## src/hw/wwc_pkg.sv

```systemverilog
`default_nettype none
package wwc_pkg;

  // ****************************************
  // Timing
  // ****************************************
  localparam int CLK_PERIOD_NS = 10;
  localparam int MEM_RATED_NS = 35;
  localparam int CYCLE_RATED_NS = 55;
  // Slower parts stretch the instruction cycle in proportion
  localparam int MEM_ACCESS_NS = 35;
  localparam int INSTR_CYCLE_NS =
    (CYCLE_RATED_NS * MEM_ACCESS_NS + MEM_RATED_NS - 1) / MEM_RATED_NS;
  localparam int CYCLE_CLKS = (INSTR_CYCLE_NS + CLK_PERIOD_NS - 1) / CLK_PERIOD_NS;
  localparam logic [2:0] PHASE_LAST = 3'(CYCLE_CLKS - 1);
  localparam logic [2:0] PHASE_STROBE = 3'(CYCLE_CLKS - 2);

  // ****************************************
  // Program counter
  // ****************************************
  localparam logic [15:0] PC_RESET = 16'h0000;
  localparam logic [15:0] PC_STEP = 16'h0004;

  // ****************************************
  // Instruction word
  // ****************************************
  typedef enum logic [1:0] {
    DIN_BUS = 2'b00,
    DIN_IMM = 2'b01,
    DIN_PC = 2'b10,
    DIN_MEM = 2'b11
  } wwc_din_type;

  typedef struct packed {
    logic [5:0] a_sel;
    logic [5:0] b_sel;
    logic [9:0] slice_op_code;
    logic carry_input_bit;
    logic stat_load_en;
    wwc_din_type din_sel;
    logic bus_read;
    logic bus_write;
    logic memory_write_strobe;
    logic mar_load;
    logic jump_en;
    logic cond_test;
    logic [1:0] shift_gate;
    logic [13:0] misc;
    logic [15:0] imm;
  } wwc_instr_type;

  // ****************************************
  // Output groups
  // ****************************************
  typedef struct packed {
    logic [5:0] a_addr;
    logic [5:0] b_addr;
    logic [9:0] slice_op_code;
    logic carry_input_bit;
    logic stat_load_en;
    logic [1:0] shift_gate;
    logic [15:0] din;
  } wwc_slice_type;

  typedef struct packed {
    logic slice_oe;
    logic imm_oe;
    logic [15:0] imm_out;
    logic io_read_en;
    logic [5:0] io_read_sel;
    logic io_write_en;
    logic [5:0] io_write_sel;
    logic memory_write_strobe;
    logic [15:0] memory_address_latch;
    logic [3:0] mem_chip_sel;
    logic [13:0] misc_ctrl;
  } wwc_bus_type;

  // ****************************************
  // Register bus
  // ****************************************
  typedef struct packed {
    logic [31:0] awaddr;
    logic awvalid;
    logic [31:0] wdata;
    logic [3:0] wstrb;
    logic wvalid;
    logic bready;
    logic [31:0] araddr;
    logic arvalid;
    logic rready;
  } wwc_axi_req_type;

  typedef struct packed {
    logic awready;
    logic wready;
    logic [1:0] bresp;
    logic bvalid;
    logic arready;
    logic [31:0] rdata;
    logic [1:0] rresp;
    logic rvalid;
  } wwc_axi_rsp_type;

  localparam logic [7:0] REG_CTRL = 8'h00;
  localparam logic [7:0] REG_STATUS = 8'h04;
  localparam logic [7:0] REG_IR_LO = 8'h08;
  localparam logic [7:0] REG_IR_HI = 8'h0C;
  localparam int CTRL_RUN_BIT = 0;
  localparam logic CTRL_RUN_RESET = 1'h0;
  localparam int STAT_RUN_BIT = 16;
  localparam logic [1:0] AXI_OKAY = 2'h0;
  localparam logic [1:0] AXI_SLVERR = 2'h2;

endpackage
`default_nettype wire

```

## src/hw/wwc_regs.sv

```systemverilog
`timescale 1ns/1ps
`default_nettype none
module wwc_regs (
  input wire logic clk_sys,
  input wire logic reset_n,
  input wire logic clk_en,
  input wire wwc_pkg::wwc_axi_req_type axi_req,
  output wwc_pkg::wwc_axi_rsp_type axi_rsp,
  output logic run,
  input wire logic [15:0] pc,
  input wire logic [2:0] phase,
  input wire logic [63:0] ir
);
  import wwc_pkg::*;

  typedef struct packed {
    logic run;
    logic aw_have;
    logic [7:0] aw_addr;
    logic w_have;
    logic [31:0] w_data;
    logic [3:0] w_strb;
    wwc_axi_rsp_type rsp;
  } wwc_regs_state_type;

  wwc_regs_state_type state;
  wwc_regs_state_type next_state;

  // ****************************************
  // Slave logic
  // ****************************************
  always_comb begin
    next_state = state;
    if (state.rsp.bvalid && axi_req.bready) begin
      next_state.rsp.bvalid = 1'b0;
    end
    if (state.rsp.rvalid && axi_req.rready) begin
      next_state.rsp.rvalid = 1'b0;
    end
    if (axi_req.awvalid && state.rsp.awready) begin
      next_state.aw_have = 1'b1;
      next_state.aw_addr = axi_req.awaddr[7:0];
    end
    if (axi_req.wvalid && state.rsp.wready) begin
      next_state.w_have = 1'b1;
      next_state.w_data = axi_req.wdata;
      next_state.w_strb = axi_req.wstrb;
    end
    // Response waits for both halves and a free write channel
    if (state.aw_have && state.w_have && !state.rsp.bvalid) begin
      next_state.aw_have = 1'b0;
      next_state.w_have = 1'b0;
      next_state.rsp.bvalid = 1'b1;
      next_state.rsp.bresp = AXI_OKAY;
      unique case (state.aw_addr)
        REG_CTRL: begin
          if (state.w_strb[0]) begin
            next_state.run = state.w_data[CTRL_RUN_BIT];
          end
        end
        REG_STATUS, REG_IR_LO, REG_IR_HI: begin
        end
        default: begin
          next_state.rsp.bresp = AXI_SLVERR;
        end
      endcase
    end
    if (axi_req.arvalid && state.rsp.arready) begin
      next_state.rsp.rvalid = 1'b1;
      next_state.rsp.rresp = AXI_OKAY;
      next_state.rsp.rdata = 32'h0000_0000;
      unique case (axi_req.araddr[7:0])
        REG_CTRL: next_state.rsp.rdata[CTRL_RUN_BIT] = state.run;
        REG_STATUS: next_state.rsp.rdata = {12'h000, phase, state.run, pc};
        REG_IR_LO: next_state.rsp.rdata = ir[31:0];
        REG_IR_HI: next_state.rsp.rdata = ir[63:32];
        default: next_state.rsp.rresp = AXI_SLVERR;
      endcase
    end
    next_state.rsp.awready = !next_state.aw_have;
    next_state.rsp.wready = !next_state.w_have;
    next_state.rsp.arready = !next_state.rsp.rvalid;
  end

  always_ff @(posedge clk_sys) begin
    if (!reset_n) begin
      state <= '0;
      state.run <= CTRL_RUN_RESET;
      state.rsp.awready <= 1'b1;
      state.rsp.wready <= 1'b1;
      state.rsp.arready <= 1'b1;
    end else if (clk_en) begin
      state <= next_state;
    end
  end

  assign axi_rsp = state.rsp;
  assign run = state.run;

endmodule // wwc_regs
`default_nettype wire

```

## src/hw/wwc_decode_top.sv

```systemverilog
// The address map and register access over AXI4-Lite were left to the implementer.
`timescale 1ns/1ps
`default_nettype none
// Function
// - Instruction is 64 bits: 50 control bits plus 14 free application bits.
// - One instruction equals four consecutive 16-bit words seen from data side.
// - Two leading 6-bit fields address slice operand ports one and two.
// - 12-bit slice field: 10-bit op code, carry input, flag load enable.
// - 2-bit shift field gates slice shift-in and shift-out lines.
// - Slice data input comes from bus, immediate, program counter or memory data.
// - Without bus read, slice output drives the data bus by default.
// - Memory write stores bus value, address load captures it; both allowed.
// - Bus read turns slice off and drives bus from I/O register at first field.
// - Bus write stores bus value into I/O register named by second field.
// - Branch means jump field lets program counter load from data bus.
// - Conditional branch: first field selects condition gating counter load.
// - 14-bit misc field drives peripheral strobes directly, undecoded.
// - Memory load or store takes two instructions: address load, then access.
// - Address load puts slice value or immediate on bus, captures address.
// - Load routes memory data to slice input; store writes slice data.
// - Flag register access uses bus read or bus write select.
// - Jump-and-link: immediate on bus to counter, old counter into slice.
// - Instruction cycle 55 ns with 35 ns memories, stretched for slower; here it rounds up to 6 clocks of 10 ns, 60 ns.
// - Register arithmetic, logic and shifts run inside the slice element.
// - Branches have one delay slot before the new counter takes effect.
// - Upper 14 counter bits address instructions; low two pick chip pair.
module wwc_decode_top (
  input wire logic clk_sys,
  input wire logic reset_n,
  input wire logic clk_en,
  output logic [13:0] instr_addr,
  input wire logic [63:0] instr_data,
  input wire logic [15:0] mem_rdata,
  input wire logic [15:0] data_bus_in,
  input wire logic [63:0] cond_vec,
  output wwc_pkg::wwc_slice_type slice_ctl,
  output wwc_pkg::wwc_bus_type bus_ctl,
  input wire wwc_pkg::wwc_axi_req_type axi_req,
  output wwc_pkg::wwc_axi_rsp_type axi_rsp
);
  import wwc_pkg::*;

  typedef struct packed {
    logic [2:0] phase;
    logic [15:0] pc;
    wwc_instr_type ir;
    wwc_slice_type slice;
    wwc_bus_type bus;
  } wwc_core_state_type;

  wwc_core_state_type state;
  wwc_core_state_type next_state;
  logic run;
  logic cond_hit;
  logic taken;
  logic step;

  // ****************************************
  // Register bus
  // ****************************************
  wwc_regs u_regs (
    .clk_sys(clk_sys),
    .reset_n(reset_n),
    .clk_en(clk_en),
    .axi_req(axi_req),
    .axi_rsp(axi_rsp),
    .run(run),
    .pc(state.pc),
    .phase(state.phase),
    .ir(state.ir)
  );

  // ****************************************
  // Sequencing and decode
  // ****************************************
  always_comb begin
    next_state = state;
    // Condition mux steered by the first select field
    cond_hit = state.ir.cond_test ? cond_vec[state.ir.a_sel] : 1'b1;
    taken = state.ir.jump_en && cond_hit;
    step = run && (state.phase == PHASE_LAST);
    next_state.bus.memory_write_strobe = 1'b0;
    next_state.bus.io_write_en = 1'b0;
    if (run) begin
      if (state.phase == PHASE_LAST) begin
        next_state.phase = 3'h0;
        // Fetch overlaps execution, so the word after a branch still runs
        next_state.ir = instr_data;
        if (taken) begin
          next_state.pc = data_bus_in;
        end else begin
          next_state.pc = state.pc + PC_STEP;
        end
        if (state.ir.mar_load) begin
          next_state.bus.memory_address_latch = data_bus_in;
          next_state.bus.mem_chip_sel = 4'h1 << data_bus_in[1:0];
        end
      end else begin
        next_state.phase = state.phase + 3'h1;
        // Strobes sit in the last clock so the bus has settled by then
        if (state.phase == PHASE_STROBE) begin
          next_state.bus.memory_write_strobe = state.ir.memory_write_strobe;
          next_state.bus.io_write_en = state.ir.bus_write;
        end
      end
    end
    // Slice control straight from the word; the slice does the arithmetic
    next_state.slice.a_addr = next_state.ir.a_sel;
    next_state.slice.b_addr = next_state.ir.b_sel;
    next_state.slice.slice_op_code = next_state.ir.slice_op_code;
    next_state.slice.carry_input_bit = next_state.ir.carry_input_bit;
    next_state.slice.stat_load_en = next_state.ir.stat_load_en;
    next_state.slice.shift_gate = next_state.ir.shift_gate;
    unique case (next_state.ir.din_sel)
      DIN_BUS: next_state.slice.din = data_bus_in;
      DIN_IMM: next_state.slice.din = next_state.ir.imm;
      DIN_PC: next_state.slice.din = next_state.pc;
      DIN_MEM: next_state.slice.din = mem_rdata;
    endcase
    // Bus source: I/O register, else immediate, else the slice
    next_state.bus.io_read_en = next_state.ir.bus_read;
    next_state.bus.io_read_sel = next_state.ir.a_sel;
    next_state.bus.io_write_sel = next_state.ir.b_sel;
    next_state.bus.imm_oe = !next_state.ir.bus_read &&
      (next_state.ir.din_sel == DIN_IMM || next_state.ir.din_sel == DIN_PC);
    next_state.bus.slice_oe = !next_state.ir.bus_read && !next_state.bus.imm_oe;
    next_state.bus.imm_out = next_state.ir.imm;
    next_state.bus.misc_ctrl = next_state.ir.misc;
  end

  // Reset leaves a zero word in place: no strobes, no jump, slice on bus
  always_ff @(posedge clk_sys) begin
    if (!reset_n) begin
      state <= '0;
      state.pc <= PC_RESET;
      state.bus.slice_oe <= 1'b1;
      state.bus.mem_chip_sel <= 4'h1;
    end else if (clk_en) begin
      state <= next_state;
    end
  end

  // ****************************************
  // Outputs
  // ****************************************
  assign instr_addr = state.pc[15:2];
  assign slice_ctl = state.slice;
  assign bus_ctl = state.bus;

  logic [7:0] gap_count;
  always_ff @(posedge clk_sys) begin
    if (!reset_n) begin
      gap_count <= 8'h00;
    end else if (clk_en && run) begin
      gap_count <= (step) ? 8'h00 : gap_count + 8'h01;
    end
  end
endmodule // wwc_decode_top
`default_nettype wire

```

## config.mk

```make
export PLATFORM = sky130hd
export DESIGN_NAME = wwc_decode_top
export DESIGN_NICKNAME = d
export VERILOG_FILES = /design/src/hw/wwc_pkg.sv /design/src/hw/wwc_regs.sv /design/src/hw/wwc_decode_top.sv
export SDC_FILE = /design/constraint.sdc
export NUM_CORES = 1
export LEC_CHECK = 0
export ABC_AREA = 1
export ABC_CLOCK_PERIOD_IN_PS = 2600
export BUFFER_PORTS_ARGS = -buffer_cell sky130_fd_sc_hd__clkbuf_2
export CAP_MARGIN = 30
export CORE_MARGIN = 10
export CORE_UTILIZATION = 40
export CTS_BUF_LIST = sky130_fd_sc_hd__clkbuf_16
export CTS_CLUSTER_DIAMETER = 150
export DETAILED_ROUTE_END_ITERATION = 8
export PLACE_DENSITY = 0.76
export SLEW_MARGIN = 10
export SYNTH_ARGS = -nofsm -noshare
export SYNTH_HDL_FRONTEND = slang
export SYNTH_SLANG_ARGS = --single-unit
```

## constraint.sdc

```tcl
create_clock -name clk_sys -period 2.6 [get_ports clk_sys]
set_clock_uncertainty 0.05 [all_clocks]
set_input_delay 0.39 -clock clk_sys [delete_from_list [all_inputs] [get_ports clk_sys]]
set_output_delay 0.39 -clock clk_sys [all_outputs]
set_load 0.01 [all_outputs]
```

After elaboration in Yosys (flattened, before gate mapping). Cells that the tools add are included.

Register bits after elaboration: 211. Bits of input ports: 268. Output and inout port bits: 164. Logic and storage cells: 113.

Add/sub/neg operators: 2. $lt $le $gt $ge: 1. Equality and inequality tests: 11. Shifts and indexed selects: 1. Multiplexer cells: 28. Reductions and logical operators: 32.

Operators with widths (count): 2-to-1 mux 80 bit (2); case mux 31 bit (3 select lines) (1); case mux 16 bit (4 select lines) (1); 2-to-1 mux 20 bit (2); 2-to-1 mux 37 bit (1); == test 8 x 4 -> 1 bit (second input constant) (4); 2-to-1 mux 21 bit (1); adder 16 x 3 -> 16 bit (second input constant) (1); == test 8 x 3 -> 1 bit (second input constant) (2); logical NOT 8 bit (2); 2-to-1 mux 16 bit (1); 2-to-1 mux 1 bit (13); AND reduction 2 bit (6); logical AND 1 bit (10); 2-to-1 mux 9 bit (1); AND reduction 4 bit (2); OR reduction 4 bit (2); less-than comparator 6 x 7 -> 1 bit (second input constant) (1); binary-select mux 1 bit (select 6 bit) (1); == test 3 bit (second input constant) (2); logical NOT 1 bit (6); == test 2 bit (second input constant) (2); 2-to-1 mux 2 bit (2); case mux 1 bit (4 select lines) (1); 8 further kinds (8).

Logic depth before layout (Yosys ltp).
Depth in word-level cells: 12. Depth in mapped cells: 19. Depth with buffers taken out: 17.

Modules after synthesis. A second synthesis with hierarchy kept.

Cells, all modules: 1497. Area, all modules: 10263.6 um2.

By module, submodules not included: wwc_decode_top (times used 1, cells each 1062, area an instance 7194.4 um2, sequential area each 2462.4 um2); wwc_regs (times used 1, cells each 435, area an instance 3069.2 um2, sequential area each 1041.0 um2).

Least setup slack after synthesis. No wires, ideal clock.

Path kind: reg2reg. From: register state[189] in the netlist's numbering. To: register state, in the netlist slice_ctl[1]. Setup time: 70 ps. Data arrival time: 2443 ps. Data required time: 2480 ps. Setup slack: 37 ps. Cell stages (with the launch flop): 17. Buffers on the path: 3. Clock period less this slack: 2563 ps. Cell sequence: dfxtp_1 -> inv_1 -> nor3_1 -> nand2_1 -> inv_1 -> clkbuf_1 -> o21ai_0 -> inv_1 -> ha_1 -> clkbuf_1 -> clkbuf_1 -> a21oi_1 -> o21ai_0 -> inv_1 -> nand2_1 -> nand2_1 -> a21oi_1.

RTL lines: from (decl) (line wwc_decode_top.sv:51) `wwc_core_state_type state;`; from (signal assigned) (line wwc_decode_top.sv:139) `state <= next_state;`.

Final worst setup path.
From: register state[189] in the netlist's numbering. To: register state, in the netlist slice_ctl[12].

Longest elaborated chain between the ends: 5. Elaborated cells between the ends (all ways): 8. Those cells by class: 4 x eq/ne; 3 x mux; 1 x reduce/logical.

Ends and longest elaborated chain: == test 3 bit * (line wwc_decode_top.sv:85) `if (state.phase == PHASE_LAST) begin`; 2-to-1 mux 80 bit * (line wwc_decode_top.sv:85); 2-to-1 mux 80 bit * (line wwc_decode_top.sv:84) `if (run) begin`; == test 2 bit, or another cell as far along (line wwc_decode_top.sv:114) `unique case (next_state.ir.din_sel)`; case mux 16 bit (4 select lines) * (line wwc_decode_top.sv:114).

Mark *: on every way between the ends. The rest lies on a longest branch, timed or not. The select of a mux whose other input is x is not followed. A chain may end at the register's enable or synchronous reset.

==> key figures <==
Floorplan
  – Die area: 31300 sq um
  – Die H: approximately 180 microns
  – Initial core utilization: about two fifths
  – Die X: between 150 and 200 microns
  – Core area: 24200 sq um
  – IO Count: approximately 430
  – Row count: 57

Critical path
  – Critical Path Fanout Max: 16
  – Data required, critical path: 2.92 ns
  – Kind of critical path: flip-flop to flip-flop
  – Crit. End Element: flip-flop
  – Startpoint Class: flip-flop
  – WP data arrival: 2.74 ns

STA
  – Slew headroom: 46.1%
  – Max Slew Vio Count: 0
  – Crit path time final: approximately 2.4 ns
  – Max frequency: ~410 MHz
  – # setup viols final: 0
  – Fin. Hold Viols: 0
  – Setup TNS: 0 ns
  – Worst slew pin tran: 0.808 ns
  – RSZ-0062 raised after global routing: yes
  – Final period util: just over 90%

Global routing
  – Largest net degree at the start of global routing: between 80 and 90
  – GRT overflow: 0
  – Initial antenna violation count: 4
  – Vias in the first global route: between 9k and 10k
  – First-pass GRT wire length: 54.2 mm
  – Gr usage total: about 22%

Clock tree
  – Reg clk slew, reported paths: 0.08 ns
  – Clock buffer depth: 2
  – Sink Count: 175
  – CTS Buf Count: 17
  – H-tree Lvls: 4
  – Clock Latency Late Sink: about 0.44 ns
  – Root Driver: clkbuf_16
  – CTS hold repair buffers: 0
  – CTS tree: done

Drt
  – Vias: between 9k and 10k
  – DRC violations left: 0
  – DR WL/cell: approximately 19 microns
  – DRT iter0 DRCs: between 800 and 900
  – DRT Pass-1 Iters: 9
  – Via density: about 5
  – Final WL: 36.3 mm
  – Post-DRT Antenna Nets: 0

Yosys
  – Area contributors post-synth: dfxtp_1 36%, buf_4 13%, nand2_1 11%
  – Most frequent cell after synthesis: nand2_1
  – Syn. warnings: 0
  – Post-synthesis sequential area ratio: a little over a third
  – Synth Register Bits: 175
  – Synth cell count leaders: 291 x nand2_1, 178 x a21oi_1, 175 x dfxtp_1
  – Post-synth top area cell: dfxtp_1
  – Synth top area share: 35.6%
  – Number of synthesized flops with an enable pin: 0
  – Synth cell types: 38
  – Mean Syn Cell Area: around 6.9 sq um
  – Post-Syn Instances: 1432
  – Asr flop ratio synth: 0%
  – Top_reg_cell synth: dfxtp_1
  – Post-Syn Area: 9840 sq um

Power
  – Leak: ~5.3 nW
  – Worst ir drop on vdd: 0.307 mV
  – Pwr/cell area: around 540 nW/um^2

Place
  – GP Congestion: just under 0.9
  – I/O Buffers: 347
  – Post-DP HPWL: around 28 mm
  – # placed instances: 1888

Cells and area
  – Area delta synth->final: 15.2%
  – Layout fillers: roughly 2.5k
  – Layout cell share with drive strength beyond 1: between 20% and 30%
  – Layout Nets: between 1.5k and 2k
  – Final non-filler cell total: 1927
  – Final core occ: a little under half

Run status
  – Outcome: completed

Job
  – Max-Cap Viols: 0

Min path
  – Hold WC Path Type: input port to flip-flop
registers in the layout (all words and copies together), names as in the netlist:
signal          cells
u_regs.axi_rsp     39
slice_ctl          30
bus_ctl            67
state              12
u_regs.run          1
u_regs.state       12
instr_addr         14
layout make-up:
| type | count | area, sq um | share of cell area [%] |
|---|---|---|---|
| tap | 324 | 405 | 3.58 |
| sequential | 175 | 3500 | 30.9 |
| clock buffer | 17 | 425 | 3.75 |
| timing repair buffer | 382 | 2070 | 18.3 |
| inverter | 139 | 537 | 4.74 |
| multi-input combinational | 871 | 4220 | 37.2 |
| clock inverter | 15 | 163 | 1.43 |
| antenna | 4 | 10.0 | 0.0883 |
metal layers:
metal	track usage [%]	vias up	part of all wire, %	wire, microns
met4	4.55	2	1.4	505
li1	-	4829	-	-
met5	0	-	0.050	18
met2	32.8	421	43	15600
met3	7.23	32	10	3710
met1	30.7	4476	45	16500
cell usage in the layout (no fill, tap or decap), types with 3 or more instances in the layout:
cell       count
a211oi_1      11
a21oi_1      178
buf_12         4
buf_4         30
clkbuf_16     17
clkbuf_2     346
dfxtp_1      174
diode_2        4
ha_1           3
inv_1        129
inv_2          5
inv_6          3
inv_8          8
nand2_1      290
nand3_1      110
nand4_1        6
nor2_1        63
nor3_1         6
o211ai_1       6
o21ai_0      126
o21ai_1        7
o221ai_1       7
o22ai_1       22
or2_2          5
xor2_1         8
logic make-up (layout without fill, tap and decap cells):
logic type	Yosys count	after routing	synth area share [%]
flip-flops	175	175	35.6
adder cells (fa/ha/maj)	5	5	0.636
XOR/XNOR	8	8	0.712
AND/OR/NAND/NOR	493	493	21.5
AO/OA/AOI/OAI	363	363	19.6
other	1	6	0.0381
buffers and inverters	387	553	21.9
report_power, final:
group	leakage, nW	total [W]	internal (W)	switching [W]
Sequential	1.42	0.00281	0.00275	0.0000533
Clock	0.288	0.00262	0.00130	0.00132
Combinational	3.54	0.000742	0.000289	0.000453
per-stage QoR:
| stage | hold slack (ns) | area [sq um] | power [W] | setup slack (ns) |
|---|---|---|---|---|
| floorplan | 0.371 | 9840 | 0.00331 | 0.0367 |
| global placement | 0.382 | 10600 | 0.00358 | 0.0921 |
| detailed placement | 0.391 | 10700 | 0.00360 | 0.0429 |
| CTS | 0.124 | 11300 | 0.00620 | 0.0334 |
| global route | 0.138 | 11300 | 0.00640 | -0.0243 |
| finish | 0.130 | 11300 | 0.00617 | 0.179 |
worst paths after layout:
path                                    endpoint             start  depth (start not counted)  slack, ns
worst max-delay path               slice_ctl[12]        state[189]                         13       0.18
worst min-delay path               slice_ctl[23]    instr_data[45]                          3       0.13
worst max register to register     slice_ctl[12]        state[189]                         13       0.18
worst min register to register  u_regs.state[41]  u_regs.state[41]                          2       0.40
timing repair:
| action | 4_1_cts | 5_1_grt |
|---|---|---|
| gates resized for setup | 0 | 13 |
| endpoints found under the setup margin | 0 | 31 |
| setup buffers | 0 | 3 |
| hold endpoints to repair | 0 | 0 |
critical path, cell delays in order, from the launching register on:
cell and delay [ns]:
dfxtp_1 0.35, inv_1 0.09, nor3_2 0.21, nand2_2 0.11
or2_2 0.28, o21ai_0 0.11, buf_4 0.17, ha_1 0.19
clkinvlp_4 0.11, buf_12 0.15, or2_2 0.29, nand3_1 0.08
nand2_1 0.05, a21oi_1 0.11
(Power assumes the default switching activity.)
